`src/shared/cidc_regs.vh`:
```
`ifndef CIDC_REGS_VH
`define CIDC_REGS_VH
// I/O decode on address bits 7:4
`define CIDC_BYTE_HI      4'h0
`define CIDC_WORD_HI      4'hC
`define CIDC_PAGE_HI      4'h8
// Controller register offsets (0..7 are address/count pairs)
`define CIDC_OFF_STATCMD  4'h8
`define CIDC_OFF_SMASK    4'hA
`define CIDC_OFF_MODE     4'hB
`define CIDC_OFF_FFCTL    4'hC
`define CIDC_OFF_MCLR     4'hD
`define CIDC_OFF_CLRMASK  4'hE
`define CIDC_OFF_ALLMASK  4'hF
// Field positions
`define CIDC_CMD_AHOLD    1
`define CIDC_CMD_DIS      2
`define CIDC_MODE_AUTO    4
`define CIDC_MODE_DEC     5
// Reset values
`define CIDC_MASK_RST     8'hFF
`define CIDC_CMD_RST      8'h00
`define CIDC_PAGE_RST     8'h00
`define CIDC_WORD_RST     16'h0000
`define CIDC_MODE_RST     8'h00
// Count value that produces terminal count on the next step
`define CIDC_CNT_LAST     16'h0000
`define CIDC_CNT_STEP     16'h0001
// Page register index per channel
`define CIDC_PG_CH0       4'h7
`define CIDC_PG_CH1       4'h3
`define CIDC_PG_CH2       4'h1
`define CIDC_PG_CH3       4'h2
`define CIDC_PG_CH5       4'hB
`define CIDC_PG_CH6       4'h9
`define CIDC_PG_CH7       4'hA
`define CIDC_PG_OTHER     4'hF
// Output FIFO shape
`define CIDC_FIFO_DEPTH   8
`endif

```
`src/rtl/cidc_dma.v`:
```
`timescale 1ns/1ps
`default_nettype none
`include "cidc_regs.vh"

////////////////////////////////////////////////////////////////////////////////
// Shift-register FIFO: head entry and flags are flip-flops
module cidc_fifo #(
   parameter WIDTH = 41,
   parameter DEPTH = `CIDC_FIFO_DEPTH
) (
   input  wire             i_core_clk,
   input  wire             i_rst,
   input  wire [WIDTH-1:0] i_in_data,
   input  wire             i_in_valid,
   output wire             o_in_ready,
   output wire [WIDTH-1:0] o_out_data,
   output wire             o_out_valid,
   input  wire             i_out_ready
);
   localparam CW = $clog2(DEPTH + 1);
   reg  [WIDTH-1:0] mem_reg [0:DEPTH];
   reg  [CW-1:0]    cnt_reg;
   reg              full_reg;
   reg              vld_reg;
   wire             push = i_in_valid & ~full_reg;
   wire             pop  = i_out_ready & vld_reg;
   wire [CW-1:0]    cnt_next = cnt_reg + {{(CW-1){1'b0}}, push} - {{(CW-1){1'b0}}, pop};
   genvar g;

   assign o_in_ready  = ~full_reg;
   assign o_out_valid = vld_reg;
   assign o_out_data  = mem_reg[0];

   // Each slot shifts down on pop and takes new data at the tail
   generate
      for (g = 0; g < DEPTH; g = g + 1) begin : g_slot
         always @(posedge i_core_clk or posedge i_rst) begin
            if (i_rst) begin
               mem_reg[g] <= {WIDTH{1'b0}};
            end else if (pop) begin
               if (push && (g == cnt_reg - 1)) begin
                  mem_reg[g] <= i_in_data;
               end else begin
                  mem_reg[g] <= mem_reg[g+1];
               end
            end else if (push && (g == cnt_reg)) begin
               mem_reg[g] <= i_in_data;
            end
         end
      end
   endgenerate

   // Spare slot past the end always reads as zero
   always @(posedge i_core_clk or posedge i_rst) begin
      if (i_rst) begin
         mem_reg[DEPTH] <= {WIDTH{1'b0}};
      end else begin
         mem_reg[DEPTH] <= {WIDTH{1'b0}};
      end
   end

   // Occupancy and registered flags
   always @(posedge i_core_clk or posedge i_rst) begin
      if (i_rst) begin
         cnt_reg  <= {CW{1'b0}};
         full_reg <= 1'b0;
         vld_reg  <= 1'b0;
      end else begin
         cnt_reg  <= cnt_next;
         full_reg <= (cnt_next == DEPTH[CW-1:0]);
         vld_reg  <= (cnt_next != {CW{1'b0}});
      end
   end
endmodule

////////////////////////////////////////////////////////////////////////////////
module cidc_dma (
   input  wire        i_core_clk,
   input  wire        i_rst,
   input  wire [7:0]  i_io_addr,
   input  wire        i_io_rd,
   input  wire        i_io_wr,
   input  wire [7:0]  i_io_wdata,
   output reg  [7:0]  o_io_rdata,
   output reg         o_io_rvalid,
   input  wire        i_cpu_reset_output,
   input  wire [3:0]  i_dreq_byte,
   input  wire [3:1]  i_dreq_word,
   output wire [3:0]  o_dack_byte,
   output wire [3:1]  o_dack_word,
   output wire        o_casc_ack,
   output reg  [23:0] o_dma_addr,
   input  wire [15:0] i_per_data,
   input  wire        i_per_valid,
   output reg         o_per_taken,
   output reg         o_tc,
   output reg  [1:0]  o_prog,
   output wire [15:0] o_mem_data,
   output wire [23:0] o_mem_addr,
   output wire        o_mem_wide,
   output wire        o_mem_valid,
   input  wire        i_mem_ready
);
   localparam ST_IDLE = 1'b0;
   localparam ST_ACK  = 1'b1;
   localparam FW      = 41;

   reg  [6:0]  dreq_m_reg;
   reg  [6:0]  dreq_s_reg;
   reg         rst_m_reg;
   reg         rst_s_reg;
   reg  [15:0] base_addr [0:7];
   reg  [15:0] cur_addr  [0:7];
   reg  [15:0] base_cnt  [0:7];
   reg  [15:0] cur_cnt   [0:7];
   reg  [7:0]  mode_reg  [0:7];
   reg  [7:0]  page_reg  [0:15];
   reg  [7:0]  cmd_reg   [0:1];
   reg  [7:0]  mask_reg;
   reg  [7:0]  tc_reg;
   reg  [7:0]  dack_reg;
   reg         ptr_reg;
   reg         state_reg;
   reg  [2:0]  ch_reg;
   reg  [7:0]  rd_next;
   reg  [15:0] rd_word;
   wire        fifo_in_rdy;
   integer     i;
   genvar      g;

   // Pick winner: cascade slot 4 first (lowest byte channel), else 5..7
   function [3:0] cidc_pick;
      input [7:0] e;
      integer k;
      begin
         cidc_pick = 4'h0;
         if (e[4]) begin
            for (k = 3; k >= 0; k = k - 1) begin
               if (e[k]) cidc_pick = {1'b1, k[2:0]};
            end
         end else begin
            for (k = 7; k >= 5; k = k - 1) begin
               if (e[k]) cidc_pick = {1'b1, k[2:0]};
            end
         end
      end
   endfunction

   // Page register index for a channel
   function [3:0] cidc_pg;
      input [2:0] ch;
      begin
         case (ch)
            3'd0:    cidc_pg = `CIDC_PG_CH0;
            3'd1:    cidc_pg = `CIDC_PG_CH1;
            3'd2:    cidc_pg = `CIDC_PG_CH2;
            3'd3:    cidc_pg = `CIDC_PG_CH3;
            3'd5:    cidc_pg = `CIDC_PG_CH5;
            3'd6:    cidc_pg = `CIDC_PG_CH6;
            3'd7:    cidc_pg = `CIDC_PG_CH7;
            default: cidc_pg = `CIDC_PG_OTHER;
         endcase
      end
   endfunction

   ////////////////////////////////////////////////////////////////////////////
   // I/O decode
   wire       acc      = i_io_rd | i_io_wr;
   wire [3:0] off      = i_io_addr[3:0];
   wire       sel_byte = (i_io_addr[7:4] == `CIDC_BYTE_HI);
   wire       sel_word = (i_io_addr[7:4] == `CIDC_WORD_HI);
   wire       sel_page = (i_io_addr[7:4] == `CIDC_PAGE_HI);
   wire       sel_ctl  = sel_byte | sel_word;
   wire       ctl      = sel_word;
   wire [2:0] ch_sel   = {sel_word, off[2:1]};
   wire       sel_pair = sel_ctl & ~off[3];

   ////////////////////////////////////////////////////////////////////////////
   // Request view: bit 4 is the cascade request from the byte controller
   wire       casc_pend = |dreq_s_reg[3:0];
   wire [7:0] req_v     = {dreq_s_reg[6:4], casc_pend, dreq_s_reg[3:0]};
   wire [1:0] dis       = {cmd_reg[1][`CIDC_CMD_DIS], cmd_reg[0][`CIDC_CMD_DIS]};
   wire [7:0] elig;

   // Eligible: requested, unmasked, controller enabled, not programming
   generate
      for (g = 0; g < 8; g = g + 1) begin : g_elig
         if (g < 4) begin : g_b
            assign elig[g] = req_v[g] & ~mask_reg[g] & ~o_prog[0] & ~dis[0];
         end else if (g == 4) begin : g_c
            assign elig[g] = (|elig[3:0]) & ~mask_reg[4] & ~o_prog[1] & ~dis[1];
         end else begin : g_w
            assign elig[g] = req_v[g] & ~mask_reg[g] & ~o_prog[1] & ~dis[1];
         end
      end
   endgenerate

   wire [3:0] win    = cidc_pick(elig);
   wire [2:0] win_ch = win[2:0];
   wire [7:0] win_pg = page_reg[cidc_pg(win_ch)];
   wire       ahold  = cmd_reg[0][`CIDC_CMD_AHOLD];
   wire       push   = (state_reg == ST_ACK) & req_v[ch_reg] & i_per_valid & fifo_in_rdy;
   wire       ch_dec = mode_reg[ch_reg][`CIDC_MODE_DEC];
   wire       ch_aut = mode_reg[ch_reg][`CIDC_MODE_AUTO];

   assign o_dack_byte = dack_reg[3:0];
   assign o_dack_word = dack_reg[7:5];
   assign o_casc_ack  = dack_reg[4];

   ////////////////////////////////////////////////////////////////////////////
   // Two-flop synchronisers for request pins and the CPU reset output
   always @(posedge i_core_clk or posedge i_rst) begin
      if (i_rst) begin
         dreq_m_reg <= 7'h00;
         dreq_s_reg <= 7'h00;
         rst_m_reg  <= 1'b0;
         rst_s_reg  <= 1'b0;
      end else begin
         dreq_m_reg <= {i_dreq_word, i_dreq_byte};
         dreq_s_reg <= dreq_m_reg;
         rst_m_reg  <= i_cpu_reset_output;
         rst_s_reg  <= rst_m_reg;
      end
   end

   ////////////////////////////////////////////////////////////////////////////
   // Register file and transfer engine; engine updates come last so set wins
   always @(posedge i_core_clk or posedge i_rst) begin
      if (i_rst) begin
         for (i = 0; i < 8; i = i + 1) begin
            base_addr[i] <= `CIDC_WORD_RST;
            cur_addr[i]  <= `CIDC_WORD_RST;
            base_cnt[i]  <= `CIDC_WORD_RST;
            cur_cnt[i]   <= `CIDC_WORD_RST;
            mode_reg[i]  <= `CIDC_MODE_RST;
         end
         for (i = 0; i < 16; i = i + 1) begin
            page_reg[i] <= `CIDC_PAGE_RST;
         end
         cmd_reg[0]  <= `CIDC_CMD_RST;
         cmd_reg[1]  <= `CIDC_CMD_RST;
         mask_reg    <= `CIDC_MASK_RST;
         tc_reg      <= 8'h00;
         ptr_reg     <= 1'b0;
         o_prog      <= 2'b00;
         state_reg   <= ST_IDLE;
         ch_reg      <= 3'h0;
         dack_reg    <= 8'h00;
         o_dma_addr  <= 24'h000000;
         o_per_taken <= 1'b0;
         o_tc        <= 1'b0;
      end else begin
         o_per_taken <= 1'b0;
         o_tc        <= 1'b0;
         o_prog      <= {acc & sel_word, acc & sel_byte};
         if (rst_s_reg) begin
            ptr_reg <= 1'b0;
            tc_reg  <= 8'h00;
         end else if (acc & sel_pair) begin
            ptr_reg <= ~ptr_reg;
            if (i_io_wr & ~off[0]) begin
               if (ptr_reg) begin
                  base_addr[ch_sel][15:8] <= i_io_wdata;
                  cur_addr[ch_sel][15:8]  <= i_io_wdata;
               end else begin
                  base_addr[ch_sel][7:0] <= i_io_wdata;
                  cur_addr[ch_sel][7:0]  <= i_io_wdata;
               end
            end else if (i_io_wr) begin
               if (ptr_reg) begin
                  base_cnt[ch_sel][15:8] <= i_io_wdata;
                  cur_cnt[ch_sel][15:8]  <= i_io_wdata;
               end else begin
                  base_cnt[ch_sel][7:0] <= i_io_wdata;
                  cur_cnt[ch_sel][7:0]  <= i_io_wdata;
               end
            end
         end else if (acc & sel_ctl) begin
            if (off == `CIDC_OFF_STATCMD) begin
               if (i_io_wr) begin
                  cmd_reg[ctl] <= i_io_wdata;
               end else begin
                  tc_reg[{ctl, 2'b00} +: 4] <= 4'h0;
               end
            end else if (off == `CIDC_OFF_FFCTL) begin
               ptr_reg <= i_io_rd;
            end else if (i_io_wr && off == `CIDC_OFF_SMASK) begin
               mask_reg[{ctl, i_io_wdata[1:0]}] <= i_io_wdata[2];
            end else if (i_io_wr && off == `CIDC_OFF_MODE) begin
               mode_reg[{ctl, i_io_wdata[1:0]}] <= i_io_wdata;
            end else if (i_io_wr && off == `CIDC_OFF_MCLR) begin
               cmd_reg[ctl]               <= `CIDC_CMD_RST;
               tc_reg[{ctl, 2'b00} +: 4]  <= 4'h0;
               mask_reg[{ctl, 2'b00} +: 4] <= 4'hF;
               ptr_reg                    <= 1'b0;
            end else if (i_io_wr && off == `CIDC_OFF_CLRMASK) begin
               mask_reg[{ctl, 2'b00} +: 4] <= 4'h0;
            end else if (i_io_wr && off == `CIDC_OFF_ALLMASK) begin
               mask_reg[{ctl, 2'b00} +: 4] <= i_io_wdata[3:0];
            end
         end else if (i_io_wr & sel_page) begin
            page_reg[off] <= i_io_wdata;
         end
         // Transfer engine
         case (state_reg)
            ST_IDLE: begin
               if (win[3]) begin
                  state_reg <= ST_ACK;
                  ch_reg    <= win_ch;
                  dack_reg  <= (8'h01 << win_ch) | {3'b000, ~win_ch[2], 4'h0};
                  if (win_ch[2]) begin
                     o_dma_addr <= {win_pg[7:1], cur_addr[win_ch], 1'b0};
                  end else begin
                     o_dma_addr <= {win_pg[7:1], win_pg[0], cur_addr[win_ch]};
                  end
               end
            end
            ST_ACK: begin
               if (!req_v[ch_reg]) begin
                  state_reg <= ST_IDLE;
                  dack_reg  <= 8'h00;
               end else if (push) begin
                  state_reg   <= ST_IDLE;
                  dack_reg    <= 8'h00;
                  o_per_taken <= 1'b1;
                  if (!(ch_reg == 3'd0 && ahold)) begin
                     cur_addr[ch_reg] <= ch_dec ? cur_addr[ch_reg] - `CIDC_CNT_STEP
                                                : cur_addr[ch_reg] + `CIDC_CNT_STEP;
                  end
                  cur_cnt[ch_reg] <= cur_cnt[ch_reg] - `CIDC_CNT_STEP;
                  if (cur_cnt[ch_reg] == `CIDC_CNT_LAST) begin
                     tc_reg[ch_reg] <= 1'b1;
                     o_tc           <= 1'b1;
                     if (ch_aut) begin
                        cur_addr[ch_reg] <= base_addr[ch_reg];
                        cur_cnt[ch_reg]  <= base_cnt[ch_reg];
                     end else begin
                        mask_reg[ch_reg] <= 1'b1;
                     end
                  end
               end
            end
            default: state_reg <= ST_IDLE;
         endcase
      end
   end

   ////////////////////////////////////////////////////////////////////////////
   // Read data selection
   always @* begin
      rd_next = 8'h00;
      rd_word = off[0] ? cur_cnt[ch_sel] : cur_addr[ch_sel];
      if (sel_pair) begin
         rd_next = ptr_reg ? rd_word[15:8] : rd_word[7:0];
      end else if (sel_ctl && off == `CIDC_OFF_STATCMD) begin
         rd_next = {req_v[{ctl, 2'b00} +: 4], tc_reg[{ctl, 2'b00} +: 4]};
      end else if (sel_page) begin
         rd_next = page_reg[off];
      end
   end

   // Registered read answer, one cycle after the strobe
   always @(posedge i_core_clk or posedge i_rst) begin
      if (i_rst) begin
         o_io_rdata  <= 8'h00;
         o_io_rvalid <= 1'b0;
      end else begin
         o_io_rvalid <= i_io_rd;
         if (i_io_rd) begin
            o_io_rdata <= rd_next;
         end
      end
   end

   ////////////////////////////////////////////////////////////////////////////
   // Transferred words queue toward memory; a full queue stalls the engine
   cidc_fifo #(
      .WIDTH (FW),
      .DEPTH (`CIDC_FIFO_DEPTH)
   ) u_fifo (
      .i_core_clk  (i_core_clk),
      .i_rst       (i_rst),
      .i_in_data   ({ch_reg[2], o_dma_addr, ch_reg[2] ? i_per_data : {8'h00, i_per_data[7:0]}}),
      .i_in_valid  (push),
      .o_in_ready  (fifo_in_rdy),
      .o_out_data  ({o_mem_wide, o_mem_addr, o_mem_data}),
      .o_out_valid (o_mem_valid),
      .i_out_ready (i_mem_ready)
   );
endmodule
`default_nettype wire

```
`config.mk`:
```
export PLATFORM = sky130hd
export DESIGN_NAME = cidc_dma
export DESIGN_NICKNAME = d
export VERILOG_FILES = /design/src/rtl/cidc_dma.v
export VERILOG_INCLUDE_DIRS = /design/src /design/src/shared
export SDC_FILE = /design/constraint.sdc
export NUM_CORES = 2
export LEC_CHECK = 0
export BUFFER_PORTS_ARGS = -buffer_cell sky130_fd_sc_hd__buf_2
export CORE_UTILIZATION = 50
export DETAILED_ROUTE_END_ITERATION = 16
export PLACE_DENSITY_LB_ADDON = 0.2
export RECOVER_POWER = 25
export SETUP_SLACK_MARGIN = 0.02
export SLEW_MARGIN = 20
export SYNTH_ARGS = -nofsm -noshare
export SYNTH_HDL_FRONTEND = slang
export SYNTH_SLANG_ARGS = --single-unit
```
`constraint.sdc`:
```
create_clock -name i_core_clk -period 32.8 [get_ports i_core_clk]
set_input_delay 4.92 -clock i_core_clk [delete_from_list [all_inputs] [get_ports i_core_clk]]
set_output_delay 4.92 -clock i_core_clk [all_outputs]
set_load 0.02 [all_outputs]
```
## After elaboration in Yosys (flattened, before gate mapping)

Cells that the tools add are included.

- Eq/ne operators: 39
- Bitwise operators: 75
- Shift operators: 7
- $lt $le $gt $ge: 16
- Reductions and logical operators: 58
- Muxes and demuxes: 191
- Add/subtract/negate cells: 7
- Div/mod/pow operators: 0
- Multiply operators: 0

Operators by type and width:

| cell | count |
|---|---|
| $mux 128 | 25 |
| $bwmux 128 | 13 |
| $mux 41 | 24 |
| $mux 16 | 25 |
| $mux 8 | 43 |
| $bmux 16 s3 | 7 |
| $demux 16 s3 | 3 |
| $eq 3x32->1 const A | 4 |
| $bmux 8 s4 | 2 |
| $bwmux 64 | 1 |
| $eq 2x32->1 const A | 2 |
| $bwmux 8 | 5 |
| $eq 4x4->1 const B | 10 |
| $and 1x1->1 | 36 |
| $demux 8 s4 | 1 |
| $eq 1x32->1 const A | 1 |
| $logic_not 32->1 | 1 |
| $mux 4 | 8 |
| $sub 16x1->16 const B | 2 |
| $logic_and 1x1->1 | 30 |
| $pmux 4 s7 | 1 |
| $not 1->1 | 25 |
| $bmux 8 s3 | 1 |
| $demux 8 s3 | 1 |
| 58 further kinds | 122 |

- Memories kept: 0
- Bits in read-only memories: 0
- Output and inout port bits: 87
- Memory bits (writable): 0
- Bits in registers: 1136
- Latch bits: 0
- Word-level logic and storage cells: 478

## Depth between registers and ports, before layout

- Depth after elaboration: 22
- Depth in mapped cells: 21
- Depth with buffers taken out: 14

## By module

Synthesis repeated with hierarchy kept, for this count alone.

- Cell total of the unflattened synthesis: 5634
- Area total of the unflattened synthesis: 57831.7 µm²

By module, submodules not included:

| module | times used | area an instance (µm²) | seq. area each (µm²) | cells an instance |
|---|---|---|---|---|
| cidc_dma | 1 | 40745.3 | 18552.8 | 3925 |
| cidc_fifo | 1 | 17086.4 | 8358.0 | 1709 |

## Worst setup path after synthesis

Ideal clock, no wire load.

- Kind: input -> register
- Start: input i_io_addr[7]
- End: register base_addr[32] (netlist name)
- Library setup time: 125 ps
- Setup slack: 25090 ps
- Data arrival time: 7585 ps
- Buffers on the path: 5
- Cell stages on the path: 9
- Cell sequence: clkbuf_1 > nor4bb_1 > clkbuf_1 > clkbuf_1 > buf_1 > nand2_1 > nor2_1 > clkbuf_1 > mux2_2

- Word-level cells in the longest chain between the ends: 8

RTL lines:

| element | line | source |
|---|---|---|
| start, declared | cidc_dma.v:80 | `input wire [7:0] i_io_addr,` |
| $eq 4x4->1 (no line) | n/a |  |
| $not 3->4 (not written as such) | cidc_dma.v:263, cidc_dma.v:266 |  |
| $ge 4x4->1 (not written as such) / $lt 4x1->1 (equally long branches) | cidc_dma.v:266 | `base_addr[ch_sel][7:0] <= i_io_wdata;` |
| $logic_and 1x1->1 (not written as such) | cidc_dma.v:266 |  |
| $mux 8 (not written as such) | cidc_dma.v:266 |  |
| $demux 16 s3 | cidc_dma.v:266 |  |
| $bwmux 128 | cidc_dma.v:266 |  |
| $mux 128 | cidc_dma.v:262 | `if (ptr_reg) begin` |
| end signal, assigned by index | cidc_dma.v:231 | `` base_addr[i] <= `CIDC_WORD_RST; `` |
| end signal, assigned by index | cidc_dma.v:263 | `base_addr[ch_sel][15:8] <= i_io_wdata;` |
| end signal, assigned by index | cidc_dma.v:266 |  |
| end, declared | cidc_dma.v:112 | `reg [15:0] base_addr [0:7];` |

Parallel ways exist; a longest one is shown, timed or not.
A chain may end at the register's enable or synchronous reset.

==> flow_summary.ini <==
[cts]
hold_buffers = 0
ctsRootBufferMaster = clkbuf_16
cts.sinks = 1075
clk_latency_ns = 0.74
cts-buffers-inserted = 112
cts_max_level = 3
clk_path_buf_depth = 3
cts_resized = 0
cts_setup_buffers = 0
path_clk_slew_ns = 0.06
cts_tree = built

[worst_setup_path]
start_kind = input port
path_max_fanout = 154
critPathCaptureType = asynchronous set/reset pin
worstPathRequired_ns = 31.68
crit_path_start = i_rst
cpMostUsedCell = clkbuf_1
path_class = in -> async
slowest_stage = clkbuf_1
cp_top_family = buffers and inverters
critical_path.cell_chain = clkbuf_1 -> clkinvlp_4 -> clkbuf_1 -> clkbuf_1
r2r_cells = 11
rr_startpoint = ch_reg[2]
cpPeakStageDelay_ns = 5.95
path_depth = 4
arrival_ns = 16.69
crit_buf_inv = 4

[floorplanning]
start_util = 0.505
die_w_um = 334
die_area_um2 = 112000
die_height_um = 334
core-area_um2 = 109000
io_pins = 133
rows = 121

[place]
io_buffers = 132
gp_congestion = 0.963
place_inst = 6683
hpwl_mm = 118

[global_route]
antenna_found_initial = 5
first_global_vias = 42959
met2_usage = 0.494
grtUsageMet1 = 0.459
grt.busiest_layer = met2
grt_start_max_net_pins = 155
grt_overflow = 0
use_met3 = 0.0898
grt_pass1_wl_mm = 284
groute.usage.overall = 0.334

[route]
wl_per_cell_um = 27.2
drc = 0
drt_first_pass_iters = 8
wl_mm = 187
drtIter0Drc = 5137
vias = 45068
routed_via_density = 6.53
postRouteAntennaNets = 0

[cells_and_area]
nNetsFinal = 5396
finalNonFillerCells = 6898
largest_reg_flops = 287
area_growth_pct = 10.4
drive_above_1_share = 0.189

[outcome]
violations = capacitance limit, slew limit
status = complete, but fails checks

[sta]
finalCriticalPeriod_ns = 17.81
fin_crit_sh = 0.543
max-slew-margin-rel = -4.24
tns_ns = 0
finClkSkew_ns = 0.0280
hold_violations = 0
rsz0062_at_grt = false
finalSetupViolCount = 0
tightest_slew_ns = 7.87
fmax_mhz = 56.1
finalMaxSlewViolations = 706

[logic_synthesis]
synth_cells = 5457
synthTopCellsByArea = dfrtp_1 (48%), mux2_2 (7.6%), nand2_1 (7.5%), a22oi_1 (5.2%), mux4_2 (4.0%)
synth_most_common_cell = nand2_1
synth-main-ff-cell = dfrtp_1
ys_seq_area_frac = 0.488
syn_area_per_cell_um2 = 10.1
syn_nets = 5530
yosys.area.top_type = dfrtp_1
synth-edff-count = 0
syn_area_um2 = 55100
async_flop_share = 1.00
synth_top_cell_area_share = 0.484
yosys_warnings = 0
yosysUniqueCellTypes = 94
ys_top_cells_by_count = nand2_1 (1106), dfrtp_1 (1067), clkbuf_1 (392), a22oi_1 (381), mux2_2 (371)
ys_seq_elements = 1075

[pwr]
p_leak_nw = 27.3
power_density_nw_per_um2 = 80.8
p_total_w = 0.00492
irDropWorstVdd_mv = 0.0475

[run]
maxCapViolations = 10

[hold_path]
min_from = dreq_m_reg[5]
min_path_cells = 0
hold_class = reg -> reg
[cell usage in the layout (no fill, tap or decap), types with 22 or more instances in the layout]
| cell | instances |
|---|---|
| o2bb2ai_1 | 36 |
| a21oi_1 | 303 |
| o21ai_0 | 250 |
| a21o_1 | 41 |
| nand4_1 | 22 |
| clkbuf_1 | 41 |
| a211oi_1 | 38 |
| nand2_1 | 1104 |
| clkbuf_16 | 112 |
| a221oi_1 | 46 |
| nand3_1 | 74 |
| a31oi_1 | 29 |
| and3_1 | 49 |
| clkbuf_8 | 32 |
| mux2_2 | 370 |
| buf_4 | 128 |
| buf_2 | 118 |
| inv_1 | 44 |
| o22ai_1 | 50 |
| a22oi_1 | 381 |
| nor3_1 | 24 |
| ha_1 | 25 |
| dfrtp_1 | 1064 |
| o21ai_1 | 75 |
| nor2_1 | 173 |
| a22o_1 | 63 |
| mux4_2 | 97 |
| mux2i_1 | 212 |
[routing by layer]
metal / wire length, µm / part of all wire / vias to the layer above
met5: 87 / 0.00046 / -
met4: 10300 / 0.055 / 6
met3: 20700 / 0.11 / 631
met2: 81400 / 0.43 / 2580
met1: 74900 / 0.40 / 22428
li1: - / - / 19423
[cell families (layout without fill, tap and decap cells)]
logic type	count (synthesis)	in the layout	synth area share
muxes	701	701	0.161
other	0	2	0
DFF	1075	1075	0.488
and+or+nand+nor	1606	1606	0.123
xor gates and xnor gates	27	27	0.00429
buffers and inverters	568	531	0.0442
adders and majority gates	27	27	0.00640
AOI/OAI and AO/OA	1453	1453	0.173
[final cells by class]
class	instances	area, µm²
fillers	9496	48300
flip-flops and latches	1075	26900
multi-input cells	3814	26200
clock buffers	164	3320
well taps	1476	1850
repair buffers	271	1700
clock inverters	47	746
inverters	49	188
diodes	2	5.00
[worst paths after layout]
kind                                       end  slack [ns]
setup / recovery                  base_cnt[38]       14.99
hold reg to reg                  dreq_s_reg[5]        0.35
hold / removal                   dreq_s_reg[5]        0.35
min in group asynchronous          o_per_taken        7.37
setup reg to reg           u_fifo.mem_reg[199]       25.10
max in group i_core_clk          o_io_rdata[4]       22.44
[worst register-to-register path, delay by kind of cell, from the launching register on]
kind / cells / cell delay, ns
buffers and inverters: 5 / 4.75
AND/OR/NAND/NOR: 3 / 0.35
flip-flops: 1 / 0.75
AO/OA/AOI/OAI: 3 / 1.73
[where the power goes]
part / switching (W) / internal, W
registers: 0.000294 / 0.00162
logic: 0.00104 / 0.000562
clock network: 0.000567 / 0.000829
total: 0.00190 / 0.00301
[stage by stage]
stage                     hold slack (ns)  instance area (µm²)   util  worst slack [ns]
after floorplan                     0.331                55200      -             13.06
after global placement              0.331                56800  0.521             23.63
after detailed placement            0.336                56800  0.521             23.51
after CTS                           0.349                60900  0.558             24.24
after global routing                0.354                60900  0.558             12.35
final                               0.347                60900  0.558             14.99
Note: power is estimated with default switching activity, not from simulation.
